## config.mk

```make
export PLATFORM = sky130hd
export DESIGN_NAME = sock_status_regs
export DESIGN_NICKNAME = d
export VERILOG_FILES = /design/src/logic/sock_stat_pkg.sv /design/src/logic/sock_axil_slave.sv /design/src/logic/sock_status_regs.sv
export SDC_FILE = /design/constraint.sdc
export NUM_CORES = 1
export LEC_CHECK = 0
export BUFFER_PORTS_ARGS = -buffer_cell sky130_fd_sc_hd__buf_4
export CORE_MARGIN = 2
export CORE_UTILIZATION = 25
export CTS_CLUSTER_DIAMETER = 200
export DETAILED_ROUTE_END_ITERATION = 6
export GPL_TIMING_DRIVEN = 0
export PLACE_DENSITY = 0.49
export SLEW_MARGIN = 20
export SYNTH_ARGS = -nofsm -noshare
export SYNTH_HDL_FRONTEND = slang
export SYNTH_SLANG_ARGS = --single-unit
```

## constraint.sdc

```tcl
create_clock -name aclk -period 4.4 [get_ports aclk]
set_clock_uncertainty 0.2 [all_clocks]
set_input_delay 0.88 -clock aclk [delete_from_list [all_inputs] [get_ports aclk]]
set_output_delay 0.88 -clock aclk [all_outputs]
set_load 0.01 [all_outputs]
```

## src/logic/sock_stat_pkg.sv

```systemverilog
// Package of offsets, field positions and reset values for the socket status block.
package sock_stat_pkg;
    // ==========================================================================
    // Register byte addresses
    // ==========================================================================
    localparam logic [7:0] ADDR_EVENT    = 8'h00;
    localparam logic [7:0] ADDR_PRESENT  = 8'h08;
    localparam logic [7:0] ADDR_FORCE    = 8'h0c;
    localparam logic [7:0] ADDR_IRQ_MASK = 8'h04;
    localparam logic [7:0] ADDR_CONTROL  = 8'h10;
    // ==========================================================================
    // Present-state and force field positions
    // ==========================================================================
    localparam int BIT_YV        = 13;
    localparam int BIT_XV        = 12;
    localparam int BIT_3V        = 11;
    localparam int BIT_5V        = 10;
    localparam int BIT_BADREQ    = 9;
    localparam int BIT_DATALOSS  = 8;
    localparam int BIT_UNRECOG   = 7;
    localparam int BIT_READY     = 6;
    localparam int BIT_CARDBUS   = 5;
    localparam int BIT_LEGACY    = 4;
    localparam int BIT_POWERED   = 3;
    localparam int BIT_DETECT_B  = 2;
    localparam int BIT_DETECT_A  = 1;
    localparam int BIT_STSCHG    = 0;
    localparam int BIT_RETEST    = 14;
    // Event register positions.
    localparam int EV_STSCHG     = 0;
    localparam int EV_DETECT_A   = 1;
    localparam int EV_DETECT_B   = 2;
    localparam int EV_POWER      = 3;
    // Control register position of the event signalling enable.
    localparam int CTL_PME_EN    = 0;
    // ==========================================================================
    // Reset values, masks and response codes
    // ==========================================================================
    localparam logic [31:0] FORCE_WMASK = 32'h0000_7fbf;
    localparam logic [3:0]  EVENT_RESET = 4'h0;
    localparam logic [3:0]  DETECT_RESET = 4'h3;
    localparam logic [1:0]  RESP_OKAY   = 2'b00;
    localparam logic [1:0]  RESP_SLVERR = 2'b10;
endpackage : sock_stat_pkg

```

## src/logic/sock_axil_slave.sv

```systemverilog
// AXI4-Lite slave front end that turns write traffic into single-cycle strobes.
`timescale 1ns/10ps
`default_nettype none
module sock_axil_slave
    import sock_stat_pkg::*;
(
    input  wire logic        aclk,
    input  wire logic        aresetn,
    input  wire logic [7:0]  s_awaddr,
    input  wire logic        s_awvalid,
    output logic             s_awready,
    input  wire logic [31:0] s_wdata,
    input  wire logic [3:0]  s_wstrb,
    input  wire logic        s_wvalid,
    output logic             s_wready,
    output logic [1:0]       s_bresp,
    output logic             s_bvalid,
    input  wire logic        s_bready,
    input  wire logic [7:0]  s_araddr,
    input  wire logic        s_arvalid,
    output logic             s_arready,
    output logic [31:0]      s_rdata,
    output logic [1:0]       s_rresp,
    output logic             s_rvalid,
    input  wire logic        s_rready,
    output logic             wr_stb,
    output logic [7:0]       wr_addr,
    output logic [31:0]      wr_data,
    output logic [3:0]       wr_strb,
    input  wire logic        wr_ok,
    output logic [7:0]       rd_addr,
    input  wire logic [31:0] rd_data,
    input  wire logic        rd_ok
);
    logic        aw_have_q;
    logic        w_have_q;
    logic [7:0]  aw_addr_q;
    logic [31:0] w_data_q;
    logic [3:0]  w_strb_q;

    // Address and data are taken independently; each is held until the other.
    assign s_awready = !aw_have_q && !s_bvalid;
    assign s_wready  = !w_have_q && !s_bvalid;
    assign wr_stb    = aw_have_q && w_have_q;
    assign wr_addr   = aw_addr_q;
    assign wr_data   = w_data_q;
    assign wr_strb   = w_strb_q;

    always_ff @(posedge aclk) begin
        if (!aresetn) begin
            aw_have_q <= 1'b0;
            w_have_q  <= 1'b0;
            aw_addr_q <= 8'h00;
            w_data_q  <= 32'h0000_0000;
            w_strb_q  <= 4'h0;
            s_bvalid  <= 1'b0;
            s_bresp   <= RESP_OKAY;
        end else begin
            if (s_awvalid && s_awready) begin
                aw_have_q <= 1'b1;
                aw_addr_q <= s_awaddr;
            end
            if (s_wvalid && s_wready) begin
                w_have_q <= 1'b1;
                w_data_q <= s_wdata;
                w_strb_q <= s_wstrb;
            end
            if (wr_stb) begin
                aw_have_q <= 1'b0;
                w_have_q  <= 1'b0;
                s_bvalid  <= 1'b1;
                s_bresp   <= wr_ok ? RESP_OKAY : RESP_SLVERR;
            end else if (s_bvalid && s_bready) begin
                s_bvalid <= 1'b0;
            end
        end
    end

    assign s_arready = !s_rvalid;
    assign rd_addr   = s_araddr;

    always_ff @(posedge aclk) begin
        if (!aresetn) begin
            s_rvalid <= 1'b0;
            s_rdata  <= 32'h0000_0000;
            s_rresp  <= RESP_OKAY;
        end else if (s_arvalid && s_arready) begin
            s_rvalid <= 1'b1;
            s_rdata  <= rd_ok ? rd_data : 32'h0000_0000;
            s_rresp  <= rd_ok ? RESP_OKAY : RESP_SLVERR;
        end else if (s_rvalid && s_rready) begin
            s_rvalid <= 1'b0;
        end
    end
endmodule : sock_axil_slave
`default_nettype wire

```

## src/logic/sock_status_regs.sv

```systemverilog
// Socket present-state, force-event, event and mask registers of one socket.
`timescale 1ns/10ps
`default_nettype none
module sock_status_regs
    import sock_stat_pkg::*;
(
    input  wire logic        aclk,
    input  wire logic        aresetn,
    input  wire logic        global_reset_pin_n,
    input  wire logic        bus_reset_pin_n,
    input  wire logic [7:0]  s_awaddr,
    input  wire logic        s_awvalid,
    output logic             s_awready,
    input  wire logic [31:0] s_wdata,
    input  wire logic [3:0]  s_wstrb,
    input  wire logic        s_wvalid,
    output logic             s_wready,
    output logic [1:0]       s_bresp,
    output logic             s_bvalid,
    input  wire logic        s_bready,
    input  wire logic [7:0]  s_araddr,
    input  wire logic        s_arvalid,
    output logic             s_arready,
    output logic [31:0]      s_rdata,
    output logic [1:0]       s_rresp,
    output logic             s_rvalid,
    input  wire logic        s_rready,
    input  wire logic        detect_pin_a,
    input  wire logic        detect_pin_b,
    input  wire logic        card_ready_irq_pin,
    input  wire logic        status_change_pin,
    input  wire logic        interrogating,
    input  wire logic        interrog_done,
    input  wire logic        interrog_valid,
    input  wire logic        interrog_cardbus,
    input  wire logic        interrog_legacy,
    input  wire logic [3:0]  interrog_volts,
    input  wire logic        power_request,
    input  wire logic [3:0]  power_request_volts,
    input  wire logic        power_done,
    input  wire logic        power_on_result,
    input  wire logic        card_removed,
    input  wire logic        cycle_pending,
    input  wire logic        detect_a_change,
    input  wire logic        detect_b_change,
    input  wire logic        status_change_edge,
    input  wire logic        power_change,
    output logic             retest_start,
    output logic             power_ctl_enable,
    output logic             irq
);
    // ==========================================================================
    // Bus front end
    // ==========================================================================
    logic        wr_stb;
    logic [7:0]  wr_addr;
    logic [31:0] wr_data;
    logic [3:0]  wr_strb;
    logic        wr_ok;
    logic [7:0]  rd_addr;
    logic [31:0] rd_data;
    logic        rd_ok;

    sock_axil_slave u_bus (
        .aclk      (aclk),
        .aresetn   (aresetn),
        .s_awaddr  (s_awaddr),
        .s_awvalid (s_awvalid),
        .s_awready (s_awready),
        .s_wdata   (s_wdata),
        .s_wstrb   (s_wstrb),
        .s_wvalid  (s_wvalid),
        .s_wready  (s_wready),
        .s_bresp   (s_bresp),
        .s_bvalid  (s_bvalid),
        .s_bready  (s_bready),
        .s_araddr  (s_araddr),
        .s_arvalid (s_arvalid),
        .s_arready (s_arready),
        .s_rdata   (s_rdata),
        .s_rresp   (s_rresp),
        .s_rvalid  (s_rvalid),
        .s_rready  (s_rready),
        .wr_stb    (wr_stb),
        .wr_addr   (wr_addr),
        .wr_data   (wr_data),
        .wr_strb   (wr_strb),
        .wr_ok     (wr_ok),
        .rd_addr   (rd_addr),
        .rd_data   (rd_data),
        .rd_ok     (rd_ok)
    );

    // ==========================================================================
    // Write decode
    // ==========================================================================
    logic [31:0] bmask;
    logic [31:0] force_set;
    logic        wr_force;
    logic        wr_event;
    logic        wr_mask;
    logic        wr_ctl;

    always_comb begin
        for (int i = 0; i < 4; i++) begin
            bmask[i*8 +: 8] = {8{wr_strb[i]}};
        end
    end

    assign wr_force  = wr_stb && (wr_addr == ADDR_FORCE);
    assign wr_event  = wr_stb && (wr_addr == ADDR_EVENT);
    assign wr_mask   = wr_stb && (wr_addr == ADDR_IRQ_MASK);
    assign wr_ctl    = wr_stb && (wr_addr == ADDR_CONTROL);
    // Only ones act; reserved force bits are dropped here.
    assign force_set = wr_force ? (wr_data & bmask & FORCE_WMASK)
                                : 32'h0000_0000;
    assign wr_ok     = (wr_addr == ADDR_FORCE) || (wr_addr == ADDR_EVENT)
                    || (wr_addr == ADDR_IRQ_MASK)
                    || (wr_addr == ADDR_CONTROL)
                    || (wr_addr == ADDR_PRESENT);

    // ==========================================================================
    // Context reset
    // ==========================================================================
    logic pme_en_q;
    logic ctx_rst;

    // Context bits escape the bus reset while event signalling is on.
    assign ctx_rst = !global_reset_pin_n
                  || (!bus_reset_pin_n && !pme_en_q);

    always_ff @(posedge aclk) begin
        if (!aresetn || !global_reset_pin_n) begin
            pme_en_q <= 1'b0;
        end else if (wr_ctl && wr_strb[0]) begin
            pme_en_q <= wr_data[CTL_PME_EN];
        end
    end

    // ==========================================================================
    // Present-state context bits
    // ==========================================================================
    logic [3:0] volts_q;
    logic       badreq_q;
    logic       dataloss_q;
    logic       unrecog_q;
    logic       cardbus_q;
    logic       legacy_q;
    logic       powered_q;
    logic [1:0] detect_q;
    logic       badreq_hit;

    // Request asks for a supply that the card does not list.
    assign badreq_hit = power_request
                     && ((power_request_volts & ~volts_q) != 4'h0);

    always_ff @(posedge aclk) begin
        if (!aresetn || ctx_rst) begin
            volts_q   <= 4'h0;
            cardbus_q <= 1'b0;
            legacy_q  <= 1'b0;
        end else begin
            if (interrog_done) begin
                volts_q   <= interrog_volts;
                cardbus_q <= interrog_cardbus;
                legacy_q  <= interrog_legacy;
            end
            volts_q   <= (interrog_done ? interrog_volts : volts_q)
                       | force_set[BIT_YV:BIT_5V];
            cardbus_q <= (interrog_done ? interrog_cardbus : cardbus_q)
                       | force_set[BIT_CARDBUS];
            legacy_q  <= (interrog_done ? interrog_legacy : legacy_q)
                       | force_set[BIT_LEGACY];
        end
    end

    always_ff @(posedge aclk) begin
        if (!aresetn || ctx_rst) begin
            badreq_q <= 1'b0;
        end else if (power_request || force_set[BIT_BADREQ]) begin
            badreq_q <= badreq_hit || force_set[BIT_BADREQ];
        end
    end

    always_ff @(posedge aclk) begin
        if (!aresetn || ctx_rst) begin
            dataloss_q <= 1'b0;
        end else if ((card_removed && cycle_pending)
                     || force_set[BIT_DATALOSS]) begin
            dataloss_q <= 1'b1;
        end else if (interrog_done && interrog_valid) begin
            dataloss_q <= 1'b0;
        end
    end

    // Set by a bad insertion and held until a good card comes in.
    always_ff @(posedge aclk) begin
        if (!aresetn || ctx_rst) begin
            unrecog_q <= 1'b0;
        end else if (force_set[BIT_UNRECOG]) begin
            unrecog_q <= 1'b1;
        end else if (interrog_done && !interrog_valid && !unrecog_q) begin
            unrecog_q <= 1'b1;
        end else if (interrog_done && interrog_valid) begin
            unrecog_q <= 1'b0;
        end
    end

    always_ff @(posedge aclk) begin
        if (!aresetn || ctx_rst) begin
            powered_q <= 1'b0;
        end else if (power_done) begin
            powered_q <= power_on_result;
        end
    end

    // Frozen while interrogating so probing glitches stay hidden.
    always_ff @(posedge aclk) begin
        if (!aresetn || ctx_rst) begin
            detect_q <= DETECT_RESET[1:0];
        end else if (!interrogating) begin
            detect_q <= {detect_pin_b, detect_pin_a};
        end
    end

    // ==========================================================================
    // Power control and retest
    // ==========================================================================
    always_ff @(posedge aclk) begin
        if (!aresetn) begin
            retest_start     <= 1'b0;
            power_ctl_enable <= 1'b1;
        end else begin
            retest_start <= force_set[BIT_RETEST];
            if (force_set[BIT_RETEST]) begin
                power_ctl_enable <= 1'b1;
            end else if (force_set[BIT_YV:BIT_5V] != 4'h0) begin
                power_ctl_enable <= 1'b0;
            end
        end
    end

    // ==========================================================================
    // Event status and interrupt
    // ==========================================================================
    logic [3:0] event_q;
    logic [3:0] mask_q;
    logic [3:0] ev_hit;

    // Hardware and forced sets win over a write-one clear.
    assign ev_hit = {power_change  || force_set[BIT_POWERED],
                     detect_b_change || force_set[BIT_DETECT_B],
                     detect_a_change || force_set[BIT_DETECT_A],
                     status_change_edge || force_set[BIT_STSCHG]};

    always_ff @(posedge aclk) begin
        if (!aresetn) begin
            event_q <= EVENT_RESET;
        end else begin
            event_q <= (event_q & ~(wr_event && wr_strb[0]
                        ? wr_data[3:0] : 4'h0)) | ev_hit;
        end
    end

    always_ff @(posedge aclk) begin
        if (!aresetn) begin
            mask_q <= 4'h0;
        end else if (wr_mask && wr_strb[0]) begin
            mask_q <= wr_data[3:0];
        end
    end

    assign irq = (event_q & mask_q) != 4'h0;

    // ==========================================================================
    // Read decode
    // ==========================================================================
    logic [31:0] present_word;

    always_comb begin
        present_word                = 32'h0000_0000;
        present_word[BIT_YV:BIT_5V] = volts_q;
        present_word[BIT_BADREQ]    = badreq_q;
        present_word[BIT_DATALOSS]  = dataloss_q;
        present_word[BIT_UNRECOG]   = unrecog_q;
        present_word[BIT_READY]     = card_ready_irq_pin;
        present_word[BIT_CARDBUS]   = cardbus_q;
        present_word[BIT_LEGACY]    = legacy_q;
        present_word[BIT_POWERED]   = powered_q;
        present_word[BIT_DETECT_B]  = detect_q[1];
        present_word[BIT_DETECT_A]  = detect_q[0];
        present_word[BIT_STSCHG]    = status_change_pin;
    end

    always_comb begin
        rd_ok   = 1'b1;
        rd_data = 32'h0000_0000;
        case (rd_addr)
            ADDR_PRESENT:  rd_data = present_word;
            ADDR_FORCE:    rd_data = 32'h0000_0000;
            ADDR_EVENT:    rd_data = {28'h0000000, event_q};
            ADDR_IRQ_MASK: rd_data = {28'h0000000, mask_q};
            ADDR_CONTROL:  rd_data = {31'h0, pme_en_q};
            default:       rd_ok   = 1'b0;
        endcase
    end

    // ==========================================================================
    // Checks
    // ==========================================================================
    AST_RETEST_PULSE: assert property (@(posedge aclk) disable iff (!aresetn)
        force_set[BIT_RETEST] |=> retest_start && power_ctl_enable)
        else $error("retest write did not start interrogation");
    AST_FORCE_CAP: assert property (@(posedge aclk) disable iff (!aresetn)
        (force_set[BIT_YV:BIT_5V] != 4'h0) && !force_set[BIT_RETEST]
        && !ctx_rst |=> !power_ctl_enable
        && ((volts_q & $past(force_set[BIT_YV:BIT_5V]))
            == $past(force_set[BIT_YV:BIT_5V])))
        else $error("capability force failed");
    AST_FORCE_EVENT: assert property (@(posedge aclk) disable iff (!aresetn)
        force_set[BIT_POWERED] |=> event_q[EV_POWER]
        && $stable(powered_q) || $past(power_done))
        else $error("power event force failed");
    AST_DETECT_FREEZE: assert property (@(posedge aclk) disable iff (!aresetn)
        interrogating && !ctx_rst |=> $stable(detect_q))
        else $error("detect bits moved during interrogation");
    AST_TYPE_HOLD: assert property (@(posedge aclk) disable iff (!aresetn)
        !interrog_done && !force_set[BIT_CARDBUS] && !ctx_rst
        |=> $stable(cardbus_q))
        else $error("card type changed without interrogation");
    AST_DATALOSS: assert property (@(posedge aclk) disable iff (!aresetn)
        card_removed && cycle_pending && !ctx_rst |=> dataloss_q)
        else $error("data loss not flagged");
    AST_UNRECOG_HOLD: assert property (@(posedge aclk) disable iff (!aresetn)
        unrecog_q && !(interrog_done && interrog_valid) && !ctx_rst
        |=> unrecog_q)
        else $error("unrecognized flag dropped early");
    AST_FORCE_ZERO: assert property (@(posedge aclk) disable iff (!aresetn)
        s_rvalid && $past(s_arvalid && s_arready && s_araddr == ADDR_FORCE)
        |-> s_rdata == 32'h0000_0000)
        else $error("force register read nonzero");
    AST_BADREQ: assert property (@(posedge aclk) disable iff (!aresetn)
        power_request && !force_set[BIT_BADREQ] && !ctx_rst
        |=> badreq_q == $past(badreq_hit))
        else $error("invalid supply flag wrong");
    AST_CTX_KEEP: assert property (@(posedge aclk) disable iff (!aresetn)
        pme_en_q && global_reset_pin_n && powered_q && !power_done
        |=> powered_q)
        else $error("context bit lost under bus reset");

    COV_RETEST:  cover property (@(posedge aclk) force_set[BIT_RETEST]);
    COV_IRQ:     cover property (@(posedge aclk) irq);
    COV_BADREQ:  cover property (@(posedge aclk) badreq_q);
    COV_PMEKEEP: cover property (@(posedge aclk)
        pme_en_q && !bus_reset_pin_n && powered_q);
endmodule : sock_status_regs
`default_nettype wire
```

==> flow_metrics.env <==
export IMPL_ys_seq_area_share_pct=46.8
export IMPL_grt_pass1_wl_mm=12.7
export IMPL_synth_cell_type_count=46
export IMPL_numPortBuffers=88
export IMPL_drt_pass1_iterations=4
export IMPL_grt_total_usage_pct=13.0
export IMPL_io_pins=131
export IMPL_rsz0062_at_grt="no"
export IMPL_fin_crit_sh_pct=59.0
export IMPL_clk_pin_slew_worst_paths_ns=0.05
export IMPL_p_total_w=0.00176
export IMPL_critPathLaunchType="primary input"
export IMPL_drive_gt1_share_pct=29.2
export IMPL_wirelength_mm=8.09
export IMPL_drcViolationCount=0
export IMPL_antenna_left=0
export IMPL_cap_viol_max_count=0
export IMPL_setup_viol=0
export IMPL_antenna_found_initial=0
export IMPL_initial_core_util_pct=25.3
export IMPL_synth_top_area_cell="dfxtp_1"
export IMPL_syn_area_per_cell_um2=8.60
export IMPL_ir_drop_v=0.000155
export IMPL_clockBufferDepth=2
export IMPL_area_growth_pct=45.4
export IMPL_synthCells=333
export IMPL_wl_per_cell_um=13.5
export IMPL_fp_coreArea_mm2=0.0113
export IMPL_num_vias=2651
export IMPL_cts_sinks=67
export IMPL_clk_latency_ns=0.33
export IMPL_dpl_hpwl_mm=6.21
export IMPL_htree_num_levels=3
export IMPL_synth_top_cell_area_share_pct=46.8
export IMPL_die_area_mm2=0.0123
export IMPL_ctsHoldBuffers=0
export IMPL_tightest_slew_ns=0.944
export IMPL_ys_flop_type="dfxtp_1"
export IMPL_synth_warnings=0
export IMPL_cp_data_required_time_ns=4.46
export IMPL_setup_tns_ns=0
export IMPL_drt_initial_drc_count=99
export IMPL_synth_cell_area_mm2=0.00286
export IMPL_synth_edf_count=0
export IMPL_crit_arrival_ns=2.65
export IMPL_synth_seq_cells=67
export IMPL_grt_pass1_vias=2580
export IMPL_rows=39
export IMPL_finalHoldViolations=0
export IMPL_cts_tree="yes"
export IMPL_hold_class="flip-flop to flip-flop"
export IMPL_path_class="primary input to flip-flop"
export IMPL_cts_resized=0
export IMPL_die_h_um=111
export IMPL_power_density_mw_per_mm2=422
export IMPL_cp_end_kind="flip-flop"
export IMPL_slew_headroom_pct=36.5
export IMPL_fmax_mhz=385
export IMPL_cts_root_buf="clkbuf_16"
export IMPL_post_cts_setup_buffers=0
export IMPL_num_antenna_cells=0
export IMPL_synth_async_reset_ratio_pct=0
export IMPL_fin_crit_ns=2.60
export IMPL_grt_remaining_overflow=0
export IMPL_status="finished clean"
export IMPL_die_w_um=111
export IMPL_viasPerCell=4.43
export IMPL_numCtsBuffers=9
export IMPL_dp_slack_ns=1.43
export IMPL_place_gp_congestion=0.784
export IMPL_crit_fanout=10
export IMPL_fin_ws_ns=1.80
export IMPL_grt_max_degree=13
export IMPL_drv_slew=0
export IMPL_synthTopCellsByArea="dfxtp_1 47%, nand2_1 8.9%, a21oi_1 6.6%"
export IMPL_p_leak_nw=1.82
export IMPL_layout_nets=538
==> routing by layer <==
layer / global-route usage, % / routed length, µm / vias to the layer above
met4: 4.94 / 83 / 0
met5: 0 / 0 / -
met1: 16.5 / 3820 / 1196
met2: 21.2 / 3740 / 81
li1: - / - / 1366
met3: 3.50 / 446 / 8
==> flip-flops by register name, indices dropped and copies added, names as in the netlist, 2 cells and up <==
register and count:
event_q 4, volts_q 4, mask_q 4, u_bus.wr_data 14, u_bus.wr_strb 2, detect_q 2
u_bus.wr_addr 8, u_bus.s_rdata 14
==> critical path: stages <==
cell,delay (ns)
buf_4,0.11
or4_4,0.55
nor4_2,0.83
a22oi_1,0.15
nor2_1,0.14
==> placed cells by master, fill, tap and decap left out, types with 2 or more instances in the layout <==
master and instances:
and3b_1 2, a21oi_1 38, inv_1 4, buf_4 108, buf_2 2, nor3_1 2
a21boi_0 4, mux2i_1 15, a211oi_1 2, buf_1 5, nand2b_1 7, o21ai_0 5
nor2_1 23, a22oi_1 13, and3_1 6, nand3_1 3, conb_1 20, clkbuf_1 9
and2_1 2, nor2b_1 4, nand2_1 68, o31a_1 4, a211o_1 2, bufinv_16 5
a32o_1 3, dfxtp_1 67, clkbuf_16 9, nor4_1 2
==> path summary, 6_finish.rpt <==
check | cells past startpoint | startpoint | slack, ns | endpoint
setup / recovery | 5 | s_araddr[0] | 1.80 | u_bus.s_rdata[8]
hold / removal | 2 | u_bus.wr_strb[1] | 0.25 | u_bus.wr_strb[1]
setup reg to reg | 4 | u_bus.s_rvalid | 2.21 | u_bus.s_rdata[8]
hold reg to reg | 2 | u_bus.wr_strb[1] | 0.25 | u_bus.wr_strb[1]
==> Yosys cell counts, drive strengths merged, types with 2 or more instances <==
library cell / instances
o31a: 4
a22oi: 13
inv: 5
nor2: 23
a32o: 3
buf: 27
and2: 2
nor4: 3
a211oi: 2
mux2i: 15
nor3: 2
a21oi: 38
and3: 6
o21ai: 5
or4: 2
a211o: 2
a21boi: 4
nand3: 3
clkbuf: 9
dfxtp: 67
nand2b: 7
and3b: 2
nor2b: 4
nand2: 68
==> report_power, final <==
part | switching (W) | internal (W)
clock | 0.000268 | 0.000668
combinational | 0.0000842 | 0.0000873
sequential | 0.0000204 | 0.000631
==> area by class of cell <==
class	count	area [µm²]
sequential	67	1340
multi-input combinational	244	1360
clock buffer	9	225
fill	1213	7160
timing repair buffer	88	661
clock inverter	7	164
inverter	5	18.8
buffer	36	213
tap	143	179
==> metrics by stage <==
stage               cells  util (%)  hold WS (ns)  instance area, µm²
CTS                   599      36.8         0.253                4160
global placement      583      33.3         0.246                3770
floorplan             352         -         0.232                2940
detailed placement    583      33.3         0.248                3770
finish                599      36.8         0.252                4160
global route          599      36.8         0.279                4160
==> logic make-up (layout without fill, tap and decap cells) <==
kind of cell           Yosys count  in the layout  share of synthesized area (%)
muxes                           15             15                           5.24
AOI/OAI and AO/OA               80             80                           18.1
other                            1             20                          0.131
and+or+nand+nor                129            129                           21.6
buffers and inverters           41            145                           8.08
DFF                             67             67                           46.8
Power figures use the tool's default switching activity.
